<file path="src/shared/cst_pkg.sv">
// constants, field positions and state types of the can status broadcaster
package cst_pkg;
   // -------------------------------------------------
   // timing
   // -------------------------------------------------
   localparam int CLK_NS      = 100;
   localparam int PERIOD_MS   = 10;
   localparam int PERIOD_CYC  = (PERIOD_MS * 1000000) / CLK_NS;
   localparam int BIT_KBPS    = 500;
   localparam int BIT_CYC     = 1000000 / (BIT_KBPS * CLK_NS);
   localparam int PER_W       = 24;
   localparam int DIV_W       = 5;
   // -------------------------------------------------
   // identifiers and lengths
   // -------------------------------------------------
   localparam logic [10:0] ID_DRV_BASE = 11'h400;
   localparam logic [10:0] ID_VI       = 11'h408;
   localparam logic [10:0] ID_IC       = 11'h409;
   localparam logic [10:0] ID_LOG      = 11'h40A;
   localparam logic [10:0] ID_ERR_BASE = 11'h420;
   localparam logic [10:0] ID_ERR_LAST = 11'h42A;
   localparam int          N_DRV       = 8;
   localparam int          N_PER       = 11;
   localparam int          N_ERR       = 11;
   localparam logic [4:0]  SLOT_LAST   = 5'h15;
   localparam logic [3:0]  FRM_DLC     = 4'h8;
   localparam logic [1:0]  BUF_DEPTH   = 2'h2;
   // -------------------------------------------------
   // drive status byte and input word
   // -------------------------------------------------
   localparam int DS_ACT   = 4;
   localparam int DS_IND   = 5;
   localparam int DS_SHR   = 6;
   localparam int DS_ALIVE = 7;
   localparam int IN_W     = 11;
   localparam int IN_INACT = 11;
   localparam int IN_PBRK  = 12;
   localparam int IN_CLUT  = 13;
   localparam int IN_ECON  = 14;
   localparam int IN_EACT  = 15;
   // input device type codes
   localparam logic [3:0] DT_EVAL     = 4'h0;
   localparam logic [3:0] DT_GB_LEVER = 4'h2;
   localparam logic [3:0] DT_GB_JOY   = 4'h4;
   localparam logic [3:0] DT_ST_JOY   = 4'h6;
   localparam logic [3:0] DT_ST_WHEEL = 4'h8;
   localparam logic [3:0] DT_UNUSED   = 4'h9;
   localparam logic [3:0] DT_NC       = 4'hA;
   // vehicle interface status bits
   localparam int VS_PRESENT = 0;
   localparam int VS_BOOTED  = 1;
   localparam int VS_COIL    = 2;
   localparam int VS_BRAKE   = 3;
   localparam int VS_PARK    = 4;
   localparam int VS_ENGAGED = 5;
   localparam int VS_OFFSW   = 6;
   localparam int VS_IGN     = 7;
   localparam int AUX_CLUTCH = 0;
   // information centre, error record and logger status bits
   localparam int IS_PRESENT = 0;
   localparam int IS_BOOTED  = 1;
   localparam int IS_TEST    = 2;
   localparam int IS_REQ_LO  = 4;
   localparam int ES_NEW     = 0;
   localparam int LS_PRESENT = 0;
   // -------------------------------------------------
   // state
   // -------------------------------------------------
   typedef enum logic {CST_IDLE, CST_SCAN} cst_fsm_t;
   typedef struct packed {
      cst_fsm_t          fsm;
      logic [4:0]        idx;
      logic              pend;
      logic [PER_W-1:0]  per;
      logic [DIV_W-1:0]  bdiv;
      logic [1:0]        cnt;
      logic [1:0][10:0]  id;
      logic [1:0][63:0]  dat;
   } cst_state_t;
endpackage : cst_pkg

</file>
<file path="src/design/cst_broadcast.sv">
// periodic and error status frame generator feeding a can controller
`timescale 1ns/1ps
module cst_broadcast import cst_pkg::*; #(
   parameter int PERIOD = PERIOD_CYC
) (
   // clock and reset
   input  wire logic                       clk_sys,
   input  wire logic                       reset,
   // drive modules
   input  wire logic [N_DRV-1:0][3:0]      drv_type,
   input  wire logic [N_DRV-1:0]           drv_active,
   input  wire logic [N_DRV-1:0]           drv_ind_err,
   input  wire logic [N_DRV-1:0]           drv_shr_err,
   input  wire logic [N_DRV-1:0]           drv_alive,
   input  wire logic [N_DRV-1:0][15:0]     drv_encoder,
   input  wire logic [N_DRV-1:0][IN_W-1:0] drv_input,
   input  wire logic [N_DRV-1:0]           drv_req_inact,
   input  wire logic [N_DRV-1:0]           drv_pbrake_req,
   input  wire logic [N_DRV-1:0]           drv_clutch_req,
   input  wire logic [N_DRV-1:0]           drv_eval_conn,
   input  wire logic [N_DRV-1:0]           drv_eval_act,
   input  wire logic [N_DRV-1:0][15:0]     drv_data,
   input  wire logic [N_DRV-1:0][7:0]      drv_cmd,
   // vehicle interface
   input  wire logic [7:0]                 vi_status,
   input  wire logic [7:0]                 vi_speed_mph,
   input  wire logic [7:0]                 aux_flag_byte,
   input  wire logic [15:0]                generic_word_a,
   input  wire logic [7:0]                 first_battery_level,
   input  wire logic [7:0]                 second_battery_level,
   input  wire logic [7:0]                 vi_cmd,
   // information centre
   input  wire logic [7:0]                 ic_cmd,
   input  wire logic [15:0]                ic_word_a,
   input  wire logic [15:0]                ic_word_b,
   input  wire logic [7:0]                 ic_char,
   input  wire logic [7:0]                 ic_drive,
   input  wire logic [7:0]                 ic_status,
   // logger
   input  wire logic                       lg_present,
   input  wire logic [15:0]                lg_x_accel,
   input  wire logic [15:0]                lg_y_accel,
   input  wire logic [15:0]                lg_data,
   input  wire logic [7:0]                 lg_cmd,
   // fault records
   input  wire logic [N_ERR-1:0]           err_active,
   input  wire logic [N_ERR-1:0][7:0]      err_type,
   input  wire logic [N_ERR-1:0][15:0]     err_hour,
   input  wire logic [N_ERR-1:0][7:0]      err_minute,
   input  wire logic [N_ERR-1:0][7:0]      err_count,
   input  wire logic [N_ERR-1:0][7:0]      err_drv_type,
   input  wire logic [N_ERR-1:0]           err_new,
   // frame stream to can controller
   output logic                            frm_valid,
   input  wire logic                       frm_ready,
   output logic [10:0]                     frm_id,
   output logic                            frm_ide,
   output logic [3:0]                      frm_dlc,
   output logic [63:0]                     frm_data,
   output logic                            can_bit_en,
   output logic                            period_busy
);
   // ------------------------------------------------
   // helpers
   // ------------------------------------------------
   function automatic logic [10:0] slot_id(input logic [10:0] base, input logic [3:0] n);
      slot_id = base + {7'h00, n};
   endfunction : slot_id

   localparam logic [PER_W-1:0] PER_TOP = PER_W'(PERIOD - 1);
   localparam logic [DIV_W-1:0] DIV_TOP = DIV_W'(BIT_CYC - 1);

   cst_state_t  st_ff;
   cst_state_t  nxt_st;
   logic        tick;
   logic        pop;
   logic        psh;
   logic        want;
   logic [1:0]  wpos;
   logic [2:0]  d;
   logic [3:0]  e;
   logic [10:0] pid;
   logic [63:0] pdat;

   // ------------------------------------------------
   // next state
   // ------------------------------------------------
   always_comb begin
      nxt_st = st_ff;
      psh    = 1'b0;
      pid    = 11'h000;
      pdat   = 64'h0;
      d      = st_ff.idx[2:0];
      e      = 4'(st_ff.idx - 5'(N_PER));
      tick   = (st_ff.per == '0);
      pop    = (st_ff.cnt != 2'h0) && frm_ready;
      nxt_st.per  = tick ? PER_TOP : st_ff.per - 1'b1;
      nxt_st.bdiv = (st_ff.bdiv == '0) ? DIV_TOP : st_ff.bdiv - 1'b1;
      if (tick) begin
         nxt_st.pend = 1'b1;
      end
      // payload, byte 0 in bits 7:0, 16-bit fields low byte first
      if (st_ff.idx < 5'(N_DRV)) begin
         pid  = slot_id(ID_DRV_BASE, st_ff.idx[3:0]);
         pdat = {drv_cmd[d], drv_data[d],
                 drv_eval_act[d], drv_eval_conn[d], drv_clutch_req[d],
                 drv_pbrake_req[d], drv_req_inact[d], drv_input[d],
                 drv_encoder[d],
                 drv_alive[d], drv_shr_err[d], drv_ind_err[d],
                 drv_active[d], drv_type[d]};
      end else if (st_ff.idx == 5'(N_DRV)) begin
         pid  = ID_VI;
         pdat = {vi_cmd, second_battery_level, first_battery_level,
                 generic_word_a, aux_flag_byte,
                 vi_speed_mph, vi_status};
      end else if (st_ff.idx == 5'(N_DRV + 1)) begin
         pid  = ID_IC;
         pdat = {ic_status, ic_drive, ic_char, ic_word_b,
                 ic_word_a, ic_cmd};
      end else if (st_ff.idx == 5'(N_DRV + 2)) begin
         pid  = ID_LOG;
         pdat = {lg_cmd, lg_data, lg_y_accel, lg_x_accel,
                 7'h00, lg_present};
      end else begin
         pid  = slot_id(ID_ERR_BASE, e);
         pdat = {8'h00, 7'h00, err_new[e], err_drv_type[e],
                 err_count[e], err_minute[e], err_hour[e], err_type[e]};
      end
      // error slots are skipped unless their fault stands
      want = (st_ff.idx < 5'(N_PER)) || ((e < 4'(N_ERR)) && err_active[e]);
      case (st_ff.fsm)
         CST_IDLE: begin
            if (st_ff.pend) begin
               nxt_st.fsm  = CST_SCAN;
               nxt_st.idx  = 5'h00;
               nxt_st.pend = tick;
            end
         end
         CST_SCAN: begin
            if (!want || st_ff.cnt != BUF_DEPTH) begin
               psh = want;
               if (st_ff.idx == SLOT_LAST) begin
                  nxt_st.fsm = CST_IDLE;
               end else begin
                  nxt_st.idx = st_ff.idx + 5'h01;
               end
            end
         end
         default: begin
            nxt_st.fsm = CST_IDLE;
         end
      endcase
      // two-entry buffer, slot 0 is the head
      wpos = st_ff.cnt - {1'b0, pop};
      if (pop) begin
         nxt_st.id[0]  = st_ff.id[1];
         nxt_st.dat[0] = st_ff.dat[1];
      end
      if (psh) begin
         nxt_st.id[wpos[0]]  = pid;
         nxt_st.dat[wpos[0]] = pdat;
      end
      nxt_st.cnt = 2'(st_ff.cnt + {1'b0, psh} - {1'b0, pop});
   end

   always_ff @(posedge clk_sys) begin
      if (reset) begin
         st_ff <= '0;
      end else begin
         st_ff <= nxt_st;
      end
   end

   // ------------------------------------------------
   // outputs; no receive input exists at all
   // ------------------------------------------------
   assign frm_valid   = (st_ff.cnt != 2'h0);
   assign frm_id      = st_ff.id[0];
   assign frm_ide     = 1'b0;
   assign frm_dlc     = FRM_DLC;
   assign frm_data    = st_ff.dat[0];
   assign can_bit_en  = (st_ff.bdiv == '0);
   assign period_busy = (st_ff.fsm == CST_SCAN);
endmodule : cst_broadcast

</file>
<file path="config.mk">
export PLATFORM = sky130hd
export DESIGN_NAME = cst_broadcast
export DESIGN_NICKNAME = d
export VERILOG_FILES = /design/src/shared/cst_pkg.sv /design/src/design/cst_broadcast.sv
export SDC_FILE = /design/constraint.sdc
export NUM_CORES = 1
export LEC_CHECK = 0
export ABC_AREA = 1
export BUFFER_PORTS_ARGS = -buffer_cell sky130_fd_sc_hd__buf_2
export CORE_AREA = 2 2 513 515
export DETAILED_ROUTE_END_ITERATION = 16
export DIE_AREA = 0 0 515 517
export GPL_ROUTABILITY_DRIVEN = 0
export SLEW_MARGIN = 15
export SYNTH_ARGS = -nofsm -noshare
export SYNTH_HDL_FRONTEND = slang
export SYNTH_SLANG_ARGS = --single-unit
</file>
<file path="constraint.sdc">
create_clock -name clk_sys -period 9.7 [get_ports clk_sys]
set_input_delay 2.425 -clock clk_sys [delete_from_list [all_inputs] [get_ports clk_sys]]
set_output_delay 2.425 -clock clk_sys [all_outputs]
set_load 0.01 [all_outputs]
</file>
Yosys cells after proc, flatten, opt, wreduce, memory -nomap -nowiden:

Cells that the tools add are included.

* add/sub/neg operators: 9
* multiply operators: 0
* divide/modulo/power cells: 0
* magnitude comparators: 7
* eq/ne operators: 8
* shift operators: 0
* mux-type cells: 70
* bitwise operators: 1
* reduce and logical (&&, ||, !) cells: 12

Operator list (count)
* 64-bit 2-to-1 mux: 6
* 139-bit 2-to-1 mux: 1
* 8-bit binary-select mux with 4-bit select: 4
* 128-bit bitwise mux: 1
* 16-bit binary-select mux with 3-bit select: 2
* 11-bit 2-to-1 mux: 7
* 16-bit binary-select mux with 4-bit select: 1
* 64-bit demux with 1-bit select: 1
* 16-bit 2-to-1 mux: 3
* 8-bit 2-to-1 mux: 5
* 11-bit binary-select mux with 3-bit select: 1
* 1-bit binary-select mux with 3-bit select: 9
* 8-bit binary-select mux with 3-bit select: 1
* 24-bit zero test: 1
* 24-bit by 1-bit subtractor with 24-bit output, second input constant: 1
* 11-bit by 4-bit adder with 11-bit output, first input constant: 2
* 22-bit bitwise mux: 1
* 17-bit 2-to-1 mux: 1
* 1-bit 2-to-1 mux: 16
* 5-bit by 4-bit == test with 1-bit output, second input constant: 3
* 4-bit binary-select mux with 3-bit select: 1
* 6-bit case mux with 2 select lines: 1
* 11-bit demux with 1-bit select: 1
* 5-bit by 4-bit < comparator with 1-bit output, second input constant: 2
* other kinds (27): 35

* register bits after elaboration: 188
* bits in latches: 0
* memory bits (writable): 0
* memory bits (read-only): 0
* input bits: 1250
* memories: 0

Depth between registers and ports, before layout:

Gate-level depths: netlist (run 1).

* depth in word-level cells: 11
* depth in mapped cells: 22
* depth with buffers taken out: 16

Worst setup path before layout (run 1):

OpenSTA, ideal clock, no wires.

* path kind: input -> register
* from: in frm_ready
* to: reg st_ff[151] (netlist bit)
* library setup time: 0.120 ns
* arrival time: 3.913 ns
* required time: 9.580 ns
* setup slack: 5.667 ns
* stages on the path: 9
* path buffers: 1
* cells stage by stage: nand2_1 -> clkinv_1 -> clkbuf_1 -> ha_1 -> inv_1 -> ha_1 -> xor2_1 -> o21ai_0 -> a21oi_1

* longest elaborated chain between the ends: 2

Ends and longest elaborated chain
* from (decl): line cst_broadcast.sv:55 `input wire logic frm_ready,`
* 1-bit logical AND: line cst_broadcast.sv:96 `pop = (st_ff.cnt != 2'h0) && frm_ready;`
* 2-bit by 1-bit subtractor with 2-bit output: line cst_broadcast.sv:163 `nxt_st.cnt = 2'(st_ff.cnt + {1'b0, psh} - {1'b0, pop});`
* to (signal assigned): line cst_broadcast.sv:170 `st_ff <= nxt_st;`
* to (decl): line cst_broadcast.sv:73 `cst_state_t st_ff;`

Every way passes these cells.
A chain may end at the register's enable or synchronous reset.

Worst setup path in the final report (run 1):

* from: reg st_ff, in the netlist d[1]
* to: reg st_ff, in the netlist frm_data[28]

* longest elaborated chain between the ends: 10

Ends and longest elaborated chain
* branches (longest 9 deep; another with 4-bit subtractor)
* 139-bit 2-to-1 mux *: line cst_broadcast.sv:159 `if (psh) begin`

Every way passes the cells marked *. The select of a mux whose other input is x is not followed.

==> results of run 1 <==
==> sequential cells by signal (all words and copies together) (netlist names) <==
signal	flops
st_ff	104
frm_data	64
frm_id	11
d	3
period_busy	1
==> kinds of logic after synthesis <==
| kind of cell | synth area share, % |
|---|---|
| AND/OR/NAND/NOR | 39.2 |
| AO/OA/AOI/OAI | 24.7 |
| buffers and inverters | 17.3 |
| flip-flops | 17.3 |
| XOR/XNOR | 0.834 |
| adder cells (fa/ha/maj) | 0.532 |
| other | 0.0355 |
==> layer usage <==
layer | track usage, % | share of wire [%] | up-vias
li1 | - | - | 15100
met1 | 14.8 | 35 | 14400
met2 | 26.3 | 50 | 1800
met3 | 3.85 | 8.0 | 428
met4 | 7.95 | 6.4 | 48
met5 | 0 | 0.15 | -
==> worst max-delay path, cell delays in order (launching register included) <==
cell	delay [ns]
dfxtp_4	0.68
inv_4	0.45
ha_4	0.75
buf_4	0.63
inv_6	0.27
nor2_1	0.17
o21ai_0	0.09
nand3_1	0.12
nand3_1	0.24
nand2_2	0.37
nand4_4	0.63
inv_2	0.37
buf_4	0.55
nand3_1	0.16
nand2_1	0.09
inv_1	0.04
==> Yosys cell counts (3+ instances only) <==
cell / count
inv_1: 446
buf_4: 86
nand4_1: 8
inv_2: 25
o21ai_1: 39
ha_1: 9
nand2_1: 1095
o21ai_0: 498
a21oi_1: 183
a211oi_1: 7
xor2_1: 10
a22o_1: 49
buf_1: 25
o22ai_1: 130
a31oi_1: 3
nor3_1: 5
nor2_2: 3
nand3_1: 356
or2_2: 5
xnor2_1: 7
dfxtp_1: 183
nor2_1: 587
o211ai_1: 33
buf_2: 75
o21a_1: 3
clkbuf_1: 199
nand2_2: 3
==> final timing paths <==
| path | from | endpoint | slack [ns] | cells past startpoint |
|---|---|---|---|---|
| max | d[1] | frm_data[28] | 3.73 | 15 |
| min | st_ff[157] | st_ff[157] | 0.44 | 1 |
| max reg2reg | d[1] | frm_data[28] | 3.73 | 15 |
| min reg2reg | st_ff[157] | st_ff[157] | 0.44 | 1 |
==> per-stage QoR <==
step / hold WS (ns) / power [mW] / utilization [%] / setup WS, ns / cell area (µm²)
floorplan: 0.412 / 1.75 / - / 5.67 / 21200
global placement: 0.423 / 2.40 / 11.8 / 3.73 / 30700
detailed placement: 0.426 / 2.41 / 11.8 / 3.64 / 30700
CTS: 0.438 / 3.24 / 12.0 / 3.62 / 31400
global route: 0.476 / 3.43 / 12.1 / 3.33 / 31500
finish: 0.438 / 3.18 / 12.1 / 3.73 / 31600
==> area by class of cell <==
class | instances | area share, %
repair buffers | 1375 | 22.2
flip-flops and latches | 183 | 11.6
multi-input cells | 3049 | 44.2
inverters | 473 | 5.71
well taps | 3420 | 13.6
clock inverters | 15 | 0.682
diodes | 83 | 0.658
clock buffers | 17 | 1.35
==> power groups by stage <==
stage	clock network (mW)	registers, mW	logic [mW]
after floorplan	0	0.951	0.803
after global placement	0	0.977	1.42
after detailed placement	0	0.980	1.43
after CTS	0.847	0.964	1.43
after global routing	0.869	0.981	1.58
final	0.811	0.963	1.41
==> flow_summary_export.csv, run 1 <==
group,metric,value,unit
outcome,outcome,"finished clean",
detailed_routing,drt_wl_total,202000,µm
synth,synth_edf_count,0,
placed_design,place_hpwl,170000,µm
clocking,numCtsBuffers,17,
synth,synth_top_area_share,19.4,%
detailed_routing,drc_errors,0,
placed_design,dp.cells,8500,
cells_and_area,most-common-layout-cells,"buf_2, nand2_1, nor2_1",
global_routing,grt_pass1_vias,28700,
worst_setup_path,critPathRequiredTime,10.11,ns
cells_and_area,drive_above_1_share,28.6,%
die,die_h,517,µm
hold_path,hp-class,"reg -> reg",
power_and_ir_drop,netSwitchingFraction,45.2,%
synth,synth_cell_types,38,
cells_and_area,multi_input_area,0.0139,mm²
die,ios,1333,
global_routing,grt_max_degree,149,
detailed_routing,first_pass_iters,5,
cells_and_area,register_area,0.00367,mm²
clocking,cts_root_buffer,"clkbuf_16",
worst_setup_path,crit_arrival,6.38,ns
clocking,ctsResizeCount,0,
synth,synthFlopType,"dfxtp_1",
power_and_ir_drop,p_comb_share,44.3,%
sta,setup_viol,0,
power_and_ir_drop,p_int,1.74,mW
clocking,clk_latency,0.52,ns
sta,fmax,167,MHz
die,die_x,515,µm
synth,synth-seq-cells,183,
cells_and_area,fillers,31000,
sta,tightestPinTransition,1.12,ns
power_and_ir_drop,irDropWorstVdd,0.138,mV
cells_and_area,area_delta_synth_final,49.2,%
synth,synth_cells,4089,
worst_setup_path,setup.worst_path.class,"reg -> reg",
worst_setup_path,start_kind,"flop",
sta,relSlewSlack,25.6,%
clocking,clk_pin_slew,0.09,ns
global_routing,grtUsageTotal,14.4,%
worst_setup_path,end_kind,"flop",
power_and_ir_drop,pwr-share-clk,25.5,%
sta,period_share,61.6,%
detailed_routing,vias_per_cell,3.70,
clocking,ctsHoldBuffers,0,
cells_and_area,stdcell_count,8615,
sta,hold_viol_final,0,
power_and_ir_drop,leakagePower,15.5,nW
detailed_routing,wl_per_cell,23.5,µm
worst_setup_path,cp_max_fo,57,
die,num_rows,188,
sta,setup_tns,0,ns
sta,grt_setup_unrepaired,"false",
clocking,post-cts-setup-buffers,0,
power_and_ir_drop,powerDensity,101,mW/mm²
cells_and_area,layout_commonest_cell,"buf_2",
die,die_area,0.266,mm²
clocking,clockBufferDepth,2,
sta,worst_clock_skew,0.0201,ns
sta,slew_violations,0,
clocking,cts_max_level,4,
detailed_routing,ant_nets,0,
power_and_ir_drop,switchingPower,1.44,mW
detailed_routing,drt_iter0_markers,2580,
synth,yosys-top-cells-area,"nand2_1, dfxtp_1, o21ai_0, nor2_1, nand3_1",
global_routing,grt_pass1_wl,255000,µm
power_and_ir_drop,seq_power_share,30.3,%
detailed_routing,vias,31800,
global_routing,overflow,0,
sta,finalCriticalPeriod,5.97,ns
clocking,cts_tree,"built",
die,fp.coreArea,0.261,mm²
run,maxCapViolCount,0,
die,initial_core_util,8.10,%
synth,syn_area,0.0211,mm²
clocking,cts_sinks,183,
global_routing,antenna_found_initial,163,
synth,yosysTopAreaCell,"nand2_1",
synth,synthArstFlopShare,0,%
synth,avgSynthCellArea,5.17,µm²
synth,ys_seq_area_share,17.3,%
placed_design,port-buffer-count,1327,
cells_and_area,final_nets,6358,
synth,yosysWarnings,0,
(Power assumes the default switching activity.)
==> run 2: changes to the inputs <==
--- a/config.mk
+++ b/config.mk
@@ -7,9 +7,9 @@
 export LEC_CHECK = 0
 export ABC_AREA = 1
 export BUFFER_PORTS_ARGS = -buffer_cell sky130_fd_sc_hd__buf_2
-export CORE_AREA = 2 2 513 515
+export CORE_AREA = 2 2 514 516
 export DETAILED_ROUTE_END_ITERATION = 16
-export DIE_AREA = 0 0 515 517
+export DIE_AREA = 0 0 516 518
 export GPL_ROUTABILITY_DRIVEN = 0
 export SLEW_MARGIN = 15
 export SYNTH_ARGS = -nofsm -noshare
==> constraint.sdc (replaced) <==
create_clock -name clk_sys -period 4.8 [get_ports clk_sys]
set_input_delay 1.2 -clock clk_sys [delete_from_list [all_inputs] [get_ports clk_sys]]
set_output_delay 1.2 -clock clk_sys [all_outputs]
set_load 0.01 [all_outputs]
==> flow_summary_export.csv, run 2 (synthesized netlist as in run 1, its figures left out) <==
group,metric,value,unit
outcome,outcome,"finished clean",
worst_setup_path,crit_top_cell,"nor2_1",
sta,grt_setup_unrepaired,"false",
cells_and_area,most-common-layout-cells,"buf_2, nand2_1, nor2_1",
worst_setup_path,setup.worst_path.class,"reg -> reg",
worst_setup_path,start_kind,"flop",
clocking,cts_tree,"built",
global_routing,antenna_found_initial,183,
worst_setup_path,slowest_delay,0.75,ns
die,die_area,0.267,mm²
die,fp.coreArea,0.262,mm²
worst_setup_path,slowest_stage,"dfxtp_4",
sta,setup_viol,0,
worst_setup_path,path_delay_family,"compound AO/OA/AOI/OAI gates",
sta,period_share,79.2,%
sta,setup_slack,0.997,ns
hold_path,hp-class,"reg -> reg",
sta,relSlewSlack,17.7,%
worst_setup_path,crit_buf_inv,2,
cells_and_area,area_delta_synth_final,51.1,%
clocking,clk_pin_slew,0.10,ns
cells_and_area,fillers,31200,
cells_and_area,registers.top_by_ff_count,"st_ff",
worst_setup_path,cp_max_fo,163,
die,die_x,516,µm
clocking,ctsHoldBuffers,0,
clocking,clockBufferDepth,2,
cells_and_area,stdcell_count,8738,
detailed_routing,drt_wl_total,209000,µm
clocking,cts_sinks,183,
detailed_routing,drt_iter0_markers,2508,
detailed_routing,vias_per_cell,3.66,
global_routing,grt_pass1_vias,29900,
clocking,ctsResizeCount,0,
cells_and_area,final_nets,6377,
cells_and_area,register_area,0.00367,mm²
sta,finalCriticalPeriod,3.80,ns
global_routing,overflow,0,
placed_design,dp_slack,0.881,ns
clocking,post-cts-setup-buffers,0,
detailed_routing,vias,32000,
worst_setup_path,crit_arrival,4.28,ns
sta,setup_tns,0,ns
placed_design,place_hpwl,175000,µm
placed_design,port-buffer-count,1327,
die,ios,1333,
sta,fmax,263,MHz
worst_setup_path,path_cells,"buf_12, buf_4, o21ai_0, o22ai_1, a22o_1, a21oi_1, nand2_1, nor2_1, nor2_1",
detailed_routing,first_pass_iters,5,
sta,hold_viol_final,0,
placed_design,placed_area,0.0311,mm²
detailed_routing,drc_errors,0,
power_and_ir_drop,leakagePower,15.6,nW
placed_design,dp.cells,8614,
power_and_ir_drop,powerDensity,203,mW/mm²
sta,worst_clock_skew,0.0208,ns
global_routing,grt_max_degree,164,
cells_and_area,largest_reg_flops,104,
cells_and_area,multi_input_area,0.0139,mm²
detailed_routing,wl_per_cell,23.9,µm
global_routing,grt_pass1_wl,266000,µm
clocking,cts_root_buffer,"clkbuf_16",
detailed_routing,ant_nets,0,
die,num_rows,188,
worst_setup_path,critPathRequiredTime,5.27,ns
clocking,cts_max_level,4,
power_and_ir_drop,irDropWorstVdd,0.309,mV
global_routing,grtUsageTotal,14.9,%
clocking,clk_latency,0.53,ns
run,maxCapViolCount,0,
die,die_h,518,µm
cells_and_area,drive_above_1_share,28.8,%
cells_and_area,layout_commonest_cell,"buf_2",
sta,tightestPinTransition,1.22,ns
sta,slew_violations,0,
worst_setup_path,end_kind,"flop",
cells_and_area,design_area,0.0320,mm²
clocking,numCtsBuffers,17,
die,initial_core_util,8.09,%
run 2: area by class of cell:
class | count | area share [%]
timing repair buffer | 1394 | 22.8
clock buffer | 17 | 1.33
sequential | 183 | 11.5
tap | 3515 | 13.8
multi-input combinational | 3049 | 43.6
inverter | 473 | 5.65
antenna | 92 | 0.720
clock inverter | 15 | 0.642
run 2: through the flow:
| stage | util, % | power (mW) | hold WS [ns] |
|---|---|---|---|
| final | 12.2 | 6.49 | 0.435 |
| after global routing | 12.2 | 6.99 | 0.447 |
| after detailed placement | 11.9 | 4.91 | 0.426 |
| after floorplan | - | 3.54 | 0.412 |
| after global placement | 11.9 | 4.91 | 0.423 |
| after CTS | 12.1 | 6.60 | 0.437 |
run 2: power breakdown:
part	internal (mW)	leakage [nW]	switching, mW
Sequential	1.76	1.48	0.191
Clock	0.729	0.301	0.916
Combinational	1.05	13.9	1.84
run 2: path summary, 6_finish.rpt:
kind	startpoint	slack [ns]	depth (start not counted)	end
min	st_ff[157]	0.44	1	st_ff[157]
max reg2reg	d[0]	1.0	9	frm_data[42]
max	d[0]	1.0	9	frm_data[42]
min reg2reg	st_ff[157]	0.44	1	st_ff[157]
run 2: routing by layer:
metal | vias up | GRT usage (%) | wire length, µm
li1 | 15200 | - | -
met1 | 14500 | 15.2 | 73800
met2 | 1753 | 27.1 | 105000
met3 | 442 | 3.65 | 15600
met4 | 48 | 8.82 | 13500
met5 | - | 0 | 312
run 2: worst reg2reg max path, delay by kind of cell, from the launching register on:
family	cells	cell delay, ns
and+or+nand+nor	3	0.27
buffers and inverters	2	1.31
AOI/OAI and AO/OA	4	1.42
DFF	1	0.75
